--- src/logic/dpt_rom_defs.svh ---
/*
 * Offsets, field positions and fixed byte values of the discoverable
 * parameter table store. Assumes it is included by its bare name.
 */
`ifndef DPT_ROM_DEFS_SVH
`define DPT_ROM_DEFS_SVH

// ----------------------------------------------------------------------
// Command and table placement
// ----------------------------------------------------------------------
`define DPT_READ_OPCODE      8'h5A
`define DPT_FPT_BASE         8'h30
`define DPT_FPT_DWORDS       8'h09
`define DPT_FPT_LAST         8'h53
`define DPT_MPT_BASE         8'h60
`define DPT_MPT_LAST         8'h6B
`define DPT_BLANK            8'hFF

// ----------------------------------------------------------------------
// Flash parameter table offsets
// ----------------------------------------------------------------------
`define DPT_OFF_ERASE_CFG    8'h30
`define DPT_OFF_ERASE4K_OP   8'h31
`define DPT_OFF_MODES        8'h32
`define DPT_OFF_UNUSED33     8'h33
`define DPT_OFF_DENS0        8'h34
`define DPT_OFF_DENS3        8'h37
`define DPT_OFF_Q144_CFG     8'h38
`define DPT_OFF_Q144_OP      8'h39
`define DPT_OFF_Q114_CFG     8'h3A
`define DPT_OFF_Q114_OP      8'h3B
`define DPT_OFF_D112_CFG     8'h3C
`define DPT_OFF_D112_OP      8'h3D
`define DPT_OFF_D122_CFG     8'h3E
`define DPT_OFF_D122_OP      8'h3F
`define DPT_OFF_ALLMODE      8'h40
`define DPT_OFF_D222_CFG     8'h46
`define DPT_OFF_D222_OP      8'h47
`define DPT_OFF_Q444_CFG     8'h4A
`define DPT_OFF_Q444_OP      8'h4B
`define DPT_OFF_ER1_SIZE     8'h4C
`define DPT_OFF_ER1_OP       8'h4D
`define DPT_OFF_ER2_SIZE     8'h4E
`define DPT_OFF_ER2_OP       8'h4F
`define DPT_OFF_ER3_SIZE     8'h50
`define DPT_OFF_ER3_OP       8'h51
`define DPT_OFF_ER4_SIZE     8'h52
`define DPT_OFF_ER4_OP       8'h53

// ----------------------------------------------------------------------
// Maker parameter table offsets
// ----------------------------------------------------------------------
`define DPT_OFF_VMAX_LO      8'h60
`define DPT_OFF_VMAX_HI      8'h61
`define DPT_OFF_VMIN_LO      8'h62
`define DPT_OFF_VMIN_HI      8'h63
`define DPT_OFF_FEAT_LO      8'h64
`define DPT_OFF_FEAT_HI      8'h65
`define DPT_OFF_WRAP_OP      8'h66
`define DPT_OFF_WRAP_LEN     8'h67
`define DPT_OFF_LOCK0        8'h68
`define DPT_OFF_LOCK1        8'h69

// ----------------------------------------------------------------------
// Mode byte fields (byte 32H)
// ----------------------------------------------------------------------
`define DPT_ADDR_3B_ONLY     2'b00
`define DPT_ADDR_3OR4B       2'b01
`define DPT_ADDR_4B_ONLY     2'b10
`define DPT_MODE_D112        1'b1
`define DPT_MODE_DTR         1'b0
`define DPT_MODE_D122        1'b1
`define DPT_MODE_Q144        1'b1
`define DPT_MODE_Q114        1'b1
`define DPT_MODE_UNUSED      1'b1

// ----------------------------------------------------------------------
// Fixed byte values
// ----------------------------------------------------------------------
`define DPT_VAL_ERASE_CFG    8'hE5
`define DPT_VAL_ERASE4K_OP   8'h20
`define DPT_VAL_DENS_TOP     8'h01
`define DPT_Q144_WAIT        5'b00100
`define DPT_Q144_MODE        3'b010
`define DPT_Q144_OP          8'hEB
`define DPT_Q114_WAIT        5'b01000
`define DPT_Q114_MODE        3'b000
`define DPT_Q114_OP          8'h6B
`define DPT_D112_WAIT        5'b01000
`define DPT_D112_MODE        3'b000
`define DPT_D112_OP          8'h3B
`define DPT_D122_WAIT        5'b00010
`define DPT_D122_MODE        3'b010
`define DPT_D122_OP          8'hBB
`define DPT_VAL_ALLMODE      8'hEE
`define DPT_VAL_NOCFG        8'h00
`define DPT_ER1_SIZE         8'h0C
`define DPT_ER1_OP           8'h20
`define DPT_ER2_SIZE         8'h0F
`define DPT_ER2_OP           8'h52
`define DPT_ER3_SIZE         8'h10
`define DPT_ER3_OP           8'hD8
`define DPT_ER4_SIZE         8'h00
`define DPT_ER4_OP           8'hFF
`define DPT_VMAX             16'h3600
`define DPT_VMIN             16'h2700
`define DPT_SWRST_OP         8'h99
`define DPT_RST_ENABLE_OP    8'h66
`define DPT_WRAP_OP          8'h77
`define DPT_WRAP_LEN         8'h64
`define DPT_LOCK_WORD        16'hEBFC

`endif

--- src/logic/dpt_pkg.sv ---
/*
 * Types of the discoverable parameter table store.
 * Assumes nothing of its surroundings.
 */
package dpt_pkg;

  typedef enum logic {
    DPT_IDLE,
    DPT_STREAM
  } dpt_state_e;

  typedef logic [7:0] dpt_byte_t;

endpackage : dpt_pkg

--- src/logic/dpt_rom.sv ---
/*
 * Read-only discoverable parameter table store of a serial flash.
 * Assumes the command decoder on the same clock pulses read_start_in
 * with the received byte offset after the read opcode and dummy byte,
 * pulses byte_shifted_in when the byte on data_out has been shifted out,
 * and pulses read_end_in when chip select rises.
 */
`timescale 1ns/10ps
`include "dpt_rom_defs.svh"

module dpt_rom
  import dpt_pkg::*;
#(
  parameter int ADDR_W = 24
)
(
  input  wire logic              clk_in,
  input  wire logic              rst_n_in,
  input  wire logic              read_start_in,
  input  wire logic [ADDR_W-1:0] start_offset_in,
  input  wire logic              byte_shifted_in,
  input  wire logic              read_end_in,
  output logic      [7:0]        data_out,
  output logic                   data_valid_out,
  output logic      [ADDR_W-1:0] offset_out
);

  // --------------------------------------------------------------------
  // Elaboration checks
  // --------------------------------------------------------------------
  generate
    if (ADDR_W < 9)
    begin : g_bad_width
      $error("dpt_rom: ADDR_W must be at least 9");
    end
  endgenerate

  // --------------------------------------------------------------------
  // Table contents
  // --------------------------------------------------------------------
  localparam dpt_byte_t MODES_BYTE = {`DPT_MODE_UNUSED, `DPT_MODE_Q114, `DPT_MODE_Q144,
                                      `DPT_MODE_D122, `DPT_MODE_DTR, `DPT_ADDR_3B_ONLY,
                                      `DPT_MODE_D112};
  localparam logic [15:0] FEAT_WORD = {1'b1, 1'b1, 1'b1, 1'b1, `DPT_SWRST_OP,
                                       1'b1, 1'b1, 1'b1, 1'b0};
  // Whole words held here so they split into bytes, low byte first
  localparam logic [15:0] VMAX_WORD = `DPT_VMAX;
  localparam logic [15:0] VMIN_WORD = `DPT_VMIN;
  localparam logic [15:0] LOCK_WORD = `DPT_LOCK_WORD;

  // Offsets outside both tables read as blank bytes
  function automatic dpt_byte_t table_byte(input logic [ADDR_W-1:0] off);
    logic [7:0] lo;
    dpt_byte_t  val;
    lo  = off[7:0];
    val = `DPT_BLANK;
    if (off[ADDR_W-1:8] == '0)
    begin
      case (lo)
        `DPT_OFF_ERASE_CFG:  val = `DPT_VAL_ERASE_CFG;
        `DPT_OFF_ERASE4K_OP: val = `DPT_VAL_ERASE4K_OP;
        `DPT_OFF_MODES:      val = MODES_BYTE;
        `DPT_OFF_DENS3:      val = `DPT_VAL_DENS_TOP;
        `DPT_OFF_Q144_CFG:   val = {`DPT_Q144_MODE, `DPT_Q144_WAIT};
        `DPT_OFF_Q144_OP:    val = `DPT_Q144_OP;
        `DPT_OFF_Q114_CFG:   val = {`DPT_Q114_MODE, `DPT_Q114_WAIT};
        `DPT_OFF_Q114_OP:    val = `DPT_Q114_OP;
        `DPT_OFF_D112_CFG:   val = {`DPT_D112_MODE, `DPT_D112_WAIT};
        `DPT_OFF_D112_OP:    val = `DPT_D112_OP;
        `DPT_OFF_D122_CFG:   val = {`DPT_D122_MODE, `DPT_D122_WAIT};
        `DPT_OFF_D122_OP:    val = `DPT_D122_OP;
        `DPT_OFF_ALLMODE:    val = `DPT_VAL_ALLMODE;
        `DPT_OFF_D222_CFG:   val = `DPT_VAL_NOCFG;
        `DPT_OFF_Q444_CFG:   val = `DPT_VAL_NOCFG;
        `DPT_OFF_ER1_SIZE:   val = `DPT_ER1_SIZE;
        `DPT_OFF_ER1_OP:     val = `DPT_ER1_OP;
        `DPT_OFF_ER2_SIZE:   val = `DPT_ER2_SIZE;
        `DPT_OFF_ER2_OP:     val = `DPT_ER2_OP;
        `DPT_OFF_ER3_SIZE:   val = `DPT_ER3_SIZE;
        `DPT_OFF_ER3_OP:     val = `DPT_ER3_OP;
        `DPT_OFF_ER4_SIZE:   val = `DPT_ER4_SIZE;
        `DPT_OFF_ER4_OP:     val = `DPT_ER4_OP;
        `DPT_OFF_VMAX_LO:    val = VMAX_WORD[7:0];
        `DPT_OFF_VMAX_HI:    val = VMAX_WORD[15:8];
        `DPT_OFF_VMIN_LO:    val = VMIN_WORD[7:0];
        `DPT_OFF_VMIN_HI:    val = VMIN_WORD[15:8];
        `DPT_OFF_FEAT_LO:    val = FEAT_WORD[7:0];
        `DPT_OFF_FEAT_HI:    val = FEAT_WORD[15:8];
        `DPT_OFF_WRAP_OP:    val = `DPT_WRAP_OP;
        `DPT_OFF_WRAP_LEN:   val = `DPT_WRAP_LEN;
        `DPT_OFF_LOCK0:      val = LOCK_WORD[7:0];
        `DPT_OFF_LOCK1:      val = LOCK_WORD[15:8];
        // Unused bytes of both tables (33H-36H, 41H-45H, 47H, 48H, 49H,
        // 4BH, 6AH, 6BH) are blank, which the default already gives
        default:             val = `DPT_BLANK;
      endcase
    end
    return val;
  endfunction : table_byte

  // --------------------------------------------------------------------
  // Read sequencing
  // --------------------------------------------------------------------
  dpt_state_e        state_reg;
  logic [ADDR_W-1:0] offset_reg;
  logic [ADDR_W-1:0] offset_next;
  dpt_byte_t         data_reg;
  logic              valid_reg;

  always_comb
  begin
    offset_next = offset_reg;
    if (read_start_in)
    begin
      offset_next = start_offset_in;
    end
    else if ((state_reg == DPT_STREAM) && byte_shifted_in)
    begin
      // Wraps past the top of the address space like a normal read
      offset_next = ADDR_W'(offset_reg + 1'b1);
    end
  end

  // Start wins over end in the same cycle: a new frame has begun
  always_ff @(posedge clk_in)
  begin
    if (!rst_n_in)
    begin
      state_reg <= DPT_IDLE;
    end
    else
    begin
      case (state_reg)
        DPT_IDLE:
        begin
          if (read_start_in)
          begin
            state_reg <= DPT_STREAM;
          end
        end
        DPT_STREAM:
        begin
          if (read_end_in && !read_start_in)
          begin
            state_reg <= DPT_IDLE;
          end
        end
        default:
        begin
          state_reg <= DPT_IDLE;
        end
      endcase
    end
  end

  always_ff @(posedge clk_in)
  begin
    if (!rst_n_in)
    begin
      offset_reg <= '0;
    end
    else
    begin
      offset_reg <= offset_next;
    end
  end

  // Byte is looked up from the next offset so it is ready in the same cycle as offset_out
  always_ff @(posedge clk_in)
  begin
    if (!rst_n_in)
    begin
      data_reg <= `DPT_BLANK;
    end
    else
    begin
      data_reg <= table_byte(offset_next);
    end
  end

  always_ff @(posedge clk_in)
  begin
    if (!rst_n_in)
    begin
      valid_reg <= 1'b0;
    end
    else if (read_start_in)
    begin
      valid_reg <= 1'b1;
    end
    else if (read_end_in)
    begin
      valid_reg <= 1'b0;
    end
  end

  assign data_out       = data_reg;
  assign data_valid_out = valid_reg;
  assign offset_out     = offset_reg;

  // --------------------------------------------------------------------
  // Assertions
  // --------------------------------------------------------------------
  property p_start_loads;
    @(posedge clk_in) disable iff (!rst_n_in)
    read_start_in |=> (offset_out == $past(start_offset_in)) && data_valid_out;
  endproperty
  a_start_loads: assert property (p_start_loads) else $error("start offset not loaded");

  property p_advance;
    @(posedge clk_in) disable iff (!rst_n_in)
    (data_valid_out && byte_shifted_in && !read_start_in && !read_end_in)
      |=> (offset_out == ADDR_W'($past(offset_out) + 1'b1));
  endproperty
  a_advance: assert property (p_advance) else $error("offset did not advance");

  property p_hold;
    @(posedge clk_in) disable iff (!rst_n_in)
    (!byte_shifted_in && !read_start_in) |=> $stable(offset_out) && $stable(data_out);
  endproperty
  a_hold: assert property (p_hold) else $error("offset moved without a shift");

  property p_burst;
    @(posedge clk_in) disable iff (!rst_n_in)
    (data_valid_out && (offset_out == ADDR_W'(`DPT_OFF_Q144_OP))
      && byte_shifted_in && !read_start_in && !read_end_in)
      ##1 (byte_shifted_in && !read_start_in && !read_end_in)
      |=> (data_out == `DPT_Q114_OP);
  endproperty
  a_burst: assert property (p_burst) else $error("burst from 39H wrong at 3BH");

  property p_modes;
    @(posedge clk_in) disable iff (!rst_n_in)
    (offset_out == ADDR_W'(`DPT_OFF_MODES)) |-> (data_out == 8'hF1) && (data_out[2:1] == 2'b00);
  endproperty
  a_modes: assert property (p_modes) else $error("mode byte wrong");

  property p_q144;
    @(posedge clk_in) disable iff (!rst_n_in)
    (offset_out == ADDR_W'(`DPT_OFF_Q144_CFG)) && byte_shifted_in && data_valid_out
      && !read_start_in && !read_end_in
      |-> (data_out == 8'h44) ##1 (data_out == 8'hEB);
  endproperty
  a_q144: assert property (p_q144) else $error("quad io entry wrong");

  property p_q114;
    @(posedge clk_in) disable iff (!rst_n_in)
    (offset_out == ADDR_W'(`DPT_OFF_Q114_CFG)) |-> (data_out == 8'h08);
  endproperty
  a_q114: assert property (p_q114) else $error("quad output entry wrong");

  property p_d112;
    @(posedge clk_in) disable iff (!rst_n_in)
    (offset_out == ADDR_W'(`DPT_OFF_D112_OP)) |-> (data_out == 8'h3B);
  endproperty
  a_d112: assert property (p_d112) else $error("dual output opcode wrong");

  property p_d122;
    @(posedge clk_in) disable iff (!rst_n_in)
    (offset_out == ADDR_W'(`DPT_OFF_D122_CFG)) |-> (data_out == 8'h42);
  endproperty
  a_d122: assert property (p_d122) else $error("dual io entry wrong");

  property p_allmode;
    @(posedge clk_in) disable iff (!rst_n_in)
    ((offset_out == ADDR_W'(`DPT_OFF_ALLMODE)) |-> (data_out == 8'hEE))
    and ((offset_out == ADDR_W'(`DPT_OFF_D222_OP)) |-> (data_out == 8'hFF));
  endproperty
  a_allmode: assert property (p_allmode) else $error("all-mode bytes wrong");

  property p_erase;
    @(posedge clk_in) disable iff (!rst_n_in)
    ((offset_out == ADDR_W'(`DPT_OFF_ER1_SIZE)) |-> (data_out == 8'h0C))
    and ((offset_out == ADDR_W'(`DPT_OFF_ER2_OP)) |-> (data_out == 8'h52))
    and ((offset_out == ADDR_W'(`DPT_OFF_ER3_OP)) |-> (data_out == 8'hD8));
  endproperty
  a_erase: assert property (p_erase) else $error("erase entry wrong");

  property p_erase4;
    @(posedge clk_in) disable iff (!rst_n_in)
    (offset_out == ADDR_W'(`DPT_OFF_ER4_SIZE)) |-> (data_out == 8'h00);
  endproperty
  a_erase4: assert property (p_erase4) else $error("erase four not absent");

  property p_supply;
    @(posedge clk_in) disable iff (!rst_n_in)
    ((offset_out == ADDR_W'(`DPT_OFF_VMAX_HI)) |-> (data_out == 8'h36))
    and ((offset_out == ADDR_W'(`DPT_OFF_VMIN_HI)) |-> (data_out == 8'h27));
  endproperty
  a_supply: assert property (p_supply) else $error("supply code wrong");

  property p_feat;
    @(posedge clk_in) disable iff (!rst_n_in)
    (offset_out == ADDR_W'(`DPT_OFF_FEAT_LO)) && byte_shifted_in && data_valid_out
      && !read_start_in && !read_end_in
      |-> (data_out == 8'h9E) ##1 (data_out == 8'hF9);
  endproperty
  a_feat: assert property (p_feat) else $error("feature word wrong");

  property p_wrap;
    @(posedge clk_in) disable iff (!rst_n_in)
    ((offset_out == ADDR_W'(`DPT_OFF_WRAP_OP)) |-> (data_out == 8'h77))
    and ((offset_out == ADDR_W'(`DPT_OFF_WRAP_LEN)) |-> (data_out == 8'h64));
  endproperty
  a_wrap: assert property (p_wrap) else $error("wrap entry wrong");

  property p_lock;
    @(posedge clk_in) disable iff (!rst_n_in)
    ((offset_out == ADDR_W'(`DPT_OFF_LOCK1)) |-> (data_out == 8'hEB))
    and ((offset_out == ADDR_W'(`DPT_MPT_LAST)) |-> (data_out == 8'hFF));
  endproperty
  a_lock: assert property (p_lock) else $error("lock word wrong");

  property p_end;
    @(posedge clk_in) disable iff (!rst_n_in)
    (read_end_in && !read_start_in) |=> !data_valid_out;
  endproperty
  a_end: assert property (p_end) else $error("valid stayed after end");

  property p_reset;
    @(posedge clk_in)
    !rst_n_in |=> (offset_out == '0) && !data_valid_out && (data_out == `DPT_BLANK);
  endproperty
  a_reset: assert property (p_reset) else $error("reset values wrong");

endmodule : dpt_rom

--- config.mk ---
export PLATFORM = sky130hd
export DESIGN_NAME = dpt_rom
export DESIGN_NICKNAME = d
export VERILOG_FILES = /design/src/logic/dpt_pkg.sv /design/src/logic/dpt_rom.sv
export VERILOG_INCLUDE_DIRS = /design/src /design/src/logic
export SDC_FILE = /design/constraint.sdc
export NUM_CORES = 1
export LEC_CHECK = 0
export BUFFER_PORTS_ARGS = -buffer_cell sky130_fd_sc_hd__buf_2
export CORE_MARGIN = 5
export CORE_UTILIZATION = 50
export CTS_CLUSTER_DIAMETER = 40
export CTS_CLUSTER_SIZE = 40
export DETAILED_ROUTE_END_ITERATION = 8
export MAX_ROUTING_LAYER = met4
export PLACE_DENSITY = 0.87
export SKIP_CTS_REPAIR_TIMING = 1
export SYNTH_ARGS = -nofsm -noshare
export SYNTH_HDL_FRONTEND = slang
export SYNTH_SLANG_ARGS = --single-unit
--- constraint.sdc ---
create_clock -name clk_in -period 7.95 [get_ports clk_in]
set_input_delay 0 -clock clk_in [delete_from_list [all_inputs] [get_ports clk_in]]
set_output_delay 0 -clock clk_in [all_outputs]
set_load 0.01 [all_outputs]
==> metrics.md <==
| Metric | Value |
|---|---|
| Status | `completed` |
| Final ANT Viol Nets | `0` |
| Yosys Warn Count | `0` |
| Iter 0 DRT Violations | `204` |
| Min cycle time layout | `3.261 ns` |
| Worst slew margin relative to its limit | `26.53%` |
| H-tree Lvls | `2` |
| Area contributors post-synth | `dfxtp_1 26%, nand2_1 3.8%, ha_1 3.8%` |
| Area grow syn2layout | `15.68%` |
| Clock share of power | `28.8%` |
| Count of different cell masters after synthesis | `62` |
| Die W | `82.58 um` |
| CTS Buffer Depth | `2` |
| DRC viols | `0` |
| Comb pwr share | `27.8%` |
| Port Buffers | `61` |
| Crit path capture type | `flip-flop` |
| Crit path DAT | `3.41 ns` |
| Startpoint types | `flip-flop` |
| Die area | `6819 um^2` |
| Post-synth EDFFs | `0` |
| P per Cell Area | `145.6 nW/um^2` |
| Register area share after synthesis | `25.84%` |
| Total GRT Usage | `24.12%` |
| CTS tree | `yes` |
| Site Rows | `26` |
| Power Internal | `295.9 uW` |
| VDD IR max | `0.07420 mV` |
| Multi-input gate area | `1846 um^2` |
| Final Setup Violations | `0` |
| Number of global-route vias before repair | `2592` |
| #FFs+latches synth | `34` |
| Clk_lat worst skew | `0.29 ns` |
| Post-synth top flop | `dfxtp_1` |
| Min-delay worst type | `in -> reg` |
| Syn Std Cell Area | `2634 um^2` |
| Leading cell type in the layout, fill and taps excluded | `buf_2` |
| Post-Route WL | `7593 um` |
| Unrepaired setup endpoints after global routing | `false` |
| Filler Cells Inserted | `464` |
| Root Driver | `clkbuf_8` |
| Fin area | `3047 um^2` |
| Routed vias/inst | `6.238` |
| Die Y | `82.58 um` |
| Slew @ Worst Pin | `1.071 ns` |
| Crit path max fanout | `11` |
| Initial core utilization | `51.57%` |
| Max Clk Rate | `306.6 MHz` |
| Wirelength per Cell | `16.76 um` |
| Initial antenna violation count | `0` |
| Top cell type's share of synthesized area | `25.84%` |
| Final Hold Fails | `0` |
| Sequential share of power | `43.4%` |
| Post-DP HPWL | `5742 um` |
| Sw Pwr | `147.6 uW` |
| Max FFs per register | `24` |
| Post-synth top area cell | `dfxtp_1` |
| Syn Area/Cell | `7.933 um^2` |
| Fin crit share | `41.02%` |
| DRT Pass-1 Iters | `6` |
| Final Max Slew Viols | `0` |
| Sw frac | `33.28%` |
| First-pass GRT wire length | `12450 um` |
| Reg area | `680.7 um^2` |
| Static Leak | `0.001237 uW` |
| Placed cell area | `2964 um^2` |
| Type of the worst setup path | `reg -> reg` |
| Vias | `2826` |
| Power, Total | `443.5 uW` |
| Clock transition at path regs | `0.07 ns` |
| Routability congestion estimate | `1.030` |
| Data required, critical path | `8.10 ns` |
| Layout cell share with drive strength beyond 1 | `20.89%` |
| Clock Sinks | `34` |
| Cell count after synthesis | `332` |
| Grt total ovfl | `0` |
| Final Net Count | `421` |
| Inserted Clock Buffers | `5` |
| Ant. Diodes | `0` |
| Pin count of the biggest net entering global routing | `60` |
| Io pins | `62` |
| Most frequent cells in the layout | `61 x buf_2, 34 x dfxtp_1, 27 x nand2_1, 18 x nor2_1` |
| Final TNS setup | `0 ns` |
| Max-cap violation count | `0` |
| Setup skew after layout | `0.009627 ns` |
| Core area | `5107 um^2` |
| Net Count, Synth | `369` |
| Share of flip-flops with an asynchronous set or reset | `0%` |
cell type report:
class / instances / share of cell area (%)
sequential: 34 / 22.34
inverter: 6 / 0.7392
clock buffer: 6 / 2.710
multi-input combinational: 273 / 60.57
timing repair buffer: 64 / 10.76
tap: 70 / 2.875
stage by stage:
step / utilization (%) / hold slack, ns / setup slack, ns / instances
floorplan: - / 0.1252 / 5.132 / 332
global placement: 58.04 / 0.2982 / 4.833 / 447
detailed placement: 58.04 / 0.3167 / 4.705 / 447
CTS: 59.65 / 0.03239 / 4.754 / 453
global route: 59.65 / 0.04712 / 4.391 / 453
finish: 59.65 / 0.03366 / 4.689 / 453
routing by layer:
layer / wire (um) / part of all wire (%) / global-route usage, %
met5: 0 / 0 / -
met4: 212 / 2.8 / 9.314
met3: 684 / 9.0 / 4.230
met2: 3514 / 46 / 37.42
met1: 3180 / 42 / 31.21
synthesized netlist by cell type (11+ instances only):
cell type,n
a21oi_1,16
and2_1,12
clkbuf_1,11
dfxtp_1,34
nand2_1,27
nand2b_1,16
nand4_1,12
nor2_1,18
nor2b_1,16
nor3_1,12
o21a_1,12
o21ai_0,11
logic make-up after synthesis:
family	count (synthesis)	share of synthesized area [%]
adders and majority gates	8	3.801
and+or+nand+nor	156	34.01
DFF	34	25.84
buffers and inverters	25	4.085
muxes	7	2.755
AOI/OAI and AO/OA	94	26.84
xor gates and xnor gates	8	2.660
worst max-delay path, cell delays in order (launching register included):
cell and delay (ns):
dfxtp_1 0.51, nand2_1 0.30, a221oi_1 0.83, inv_1 0.36, ha_1 0.37, nand2b_1 0.18
o21a_1 0.12, a311oi_1 0.32, o221ai_2 0.13
power by group through the flow:
stage | clock [uW] | sequential [uW] | combinational (uW)
floorplan | 0 | 196 | 81.4
global placement | 0 | 195 | 122
detailed placement | 0 | 196 | 120
CTS | 129 | 192 | 121
global route | 135 | 194 | 135
finish | 128 | 192 | 123
final timing paths:
check	start	end	slack, ns	depth (start not counted)
setup / recovery	state_reg	data_out[4]	4.69	8
hold / removal	start_offset_in[23]	offset_out[23]	0.03	3
setup reg to reg	state_reg	data_out[4]	4.69	8
hold reg to reg	data_valid_out	data_valid_out	0.58	2
No activity file was read; power rests on OpenSTA's default activity.
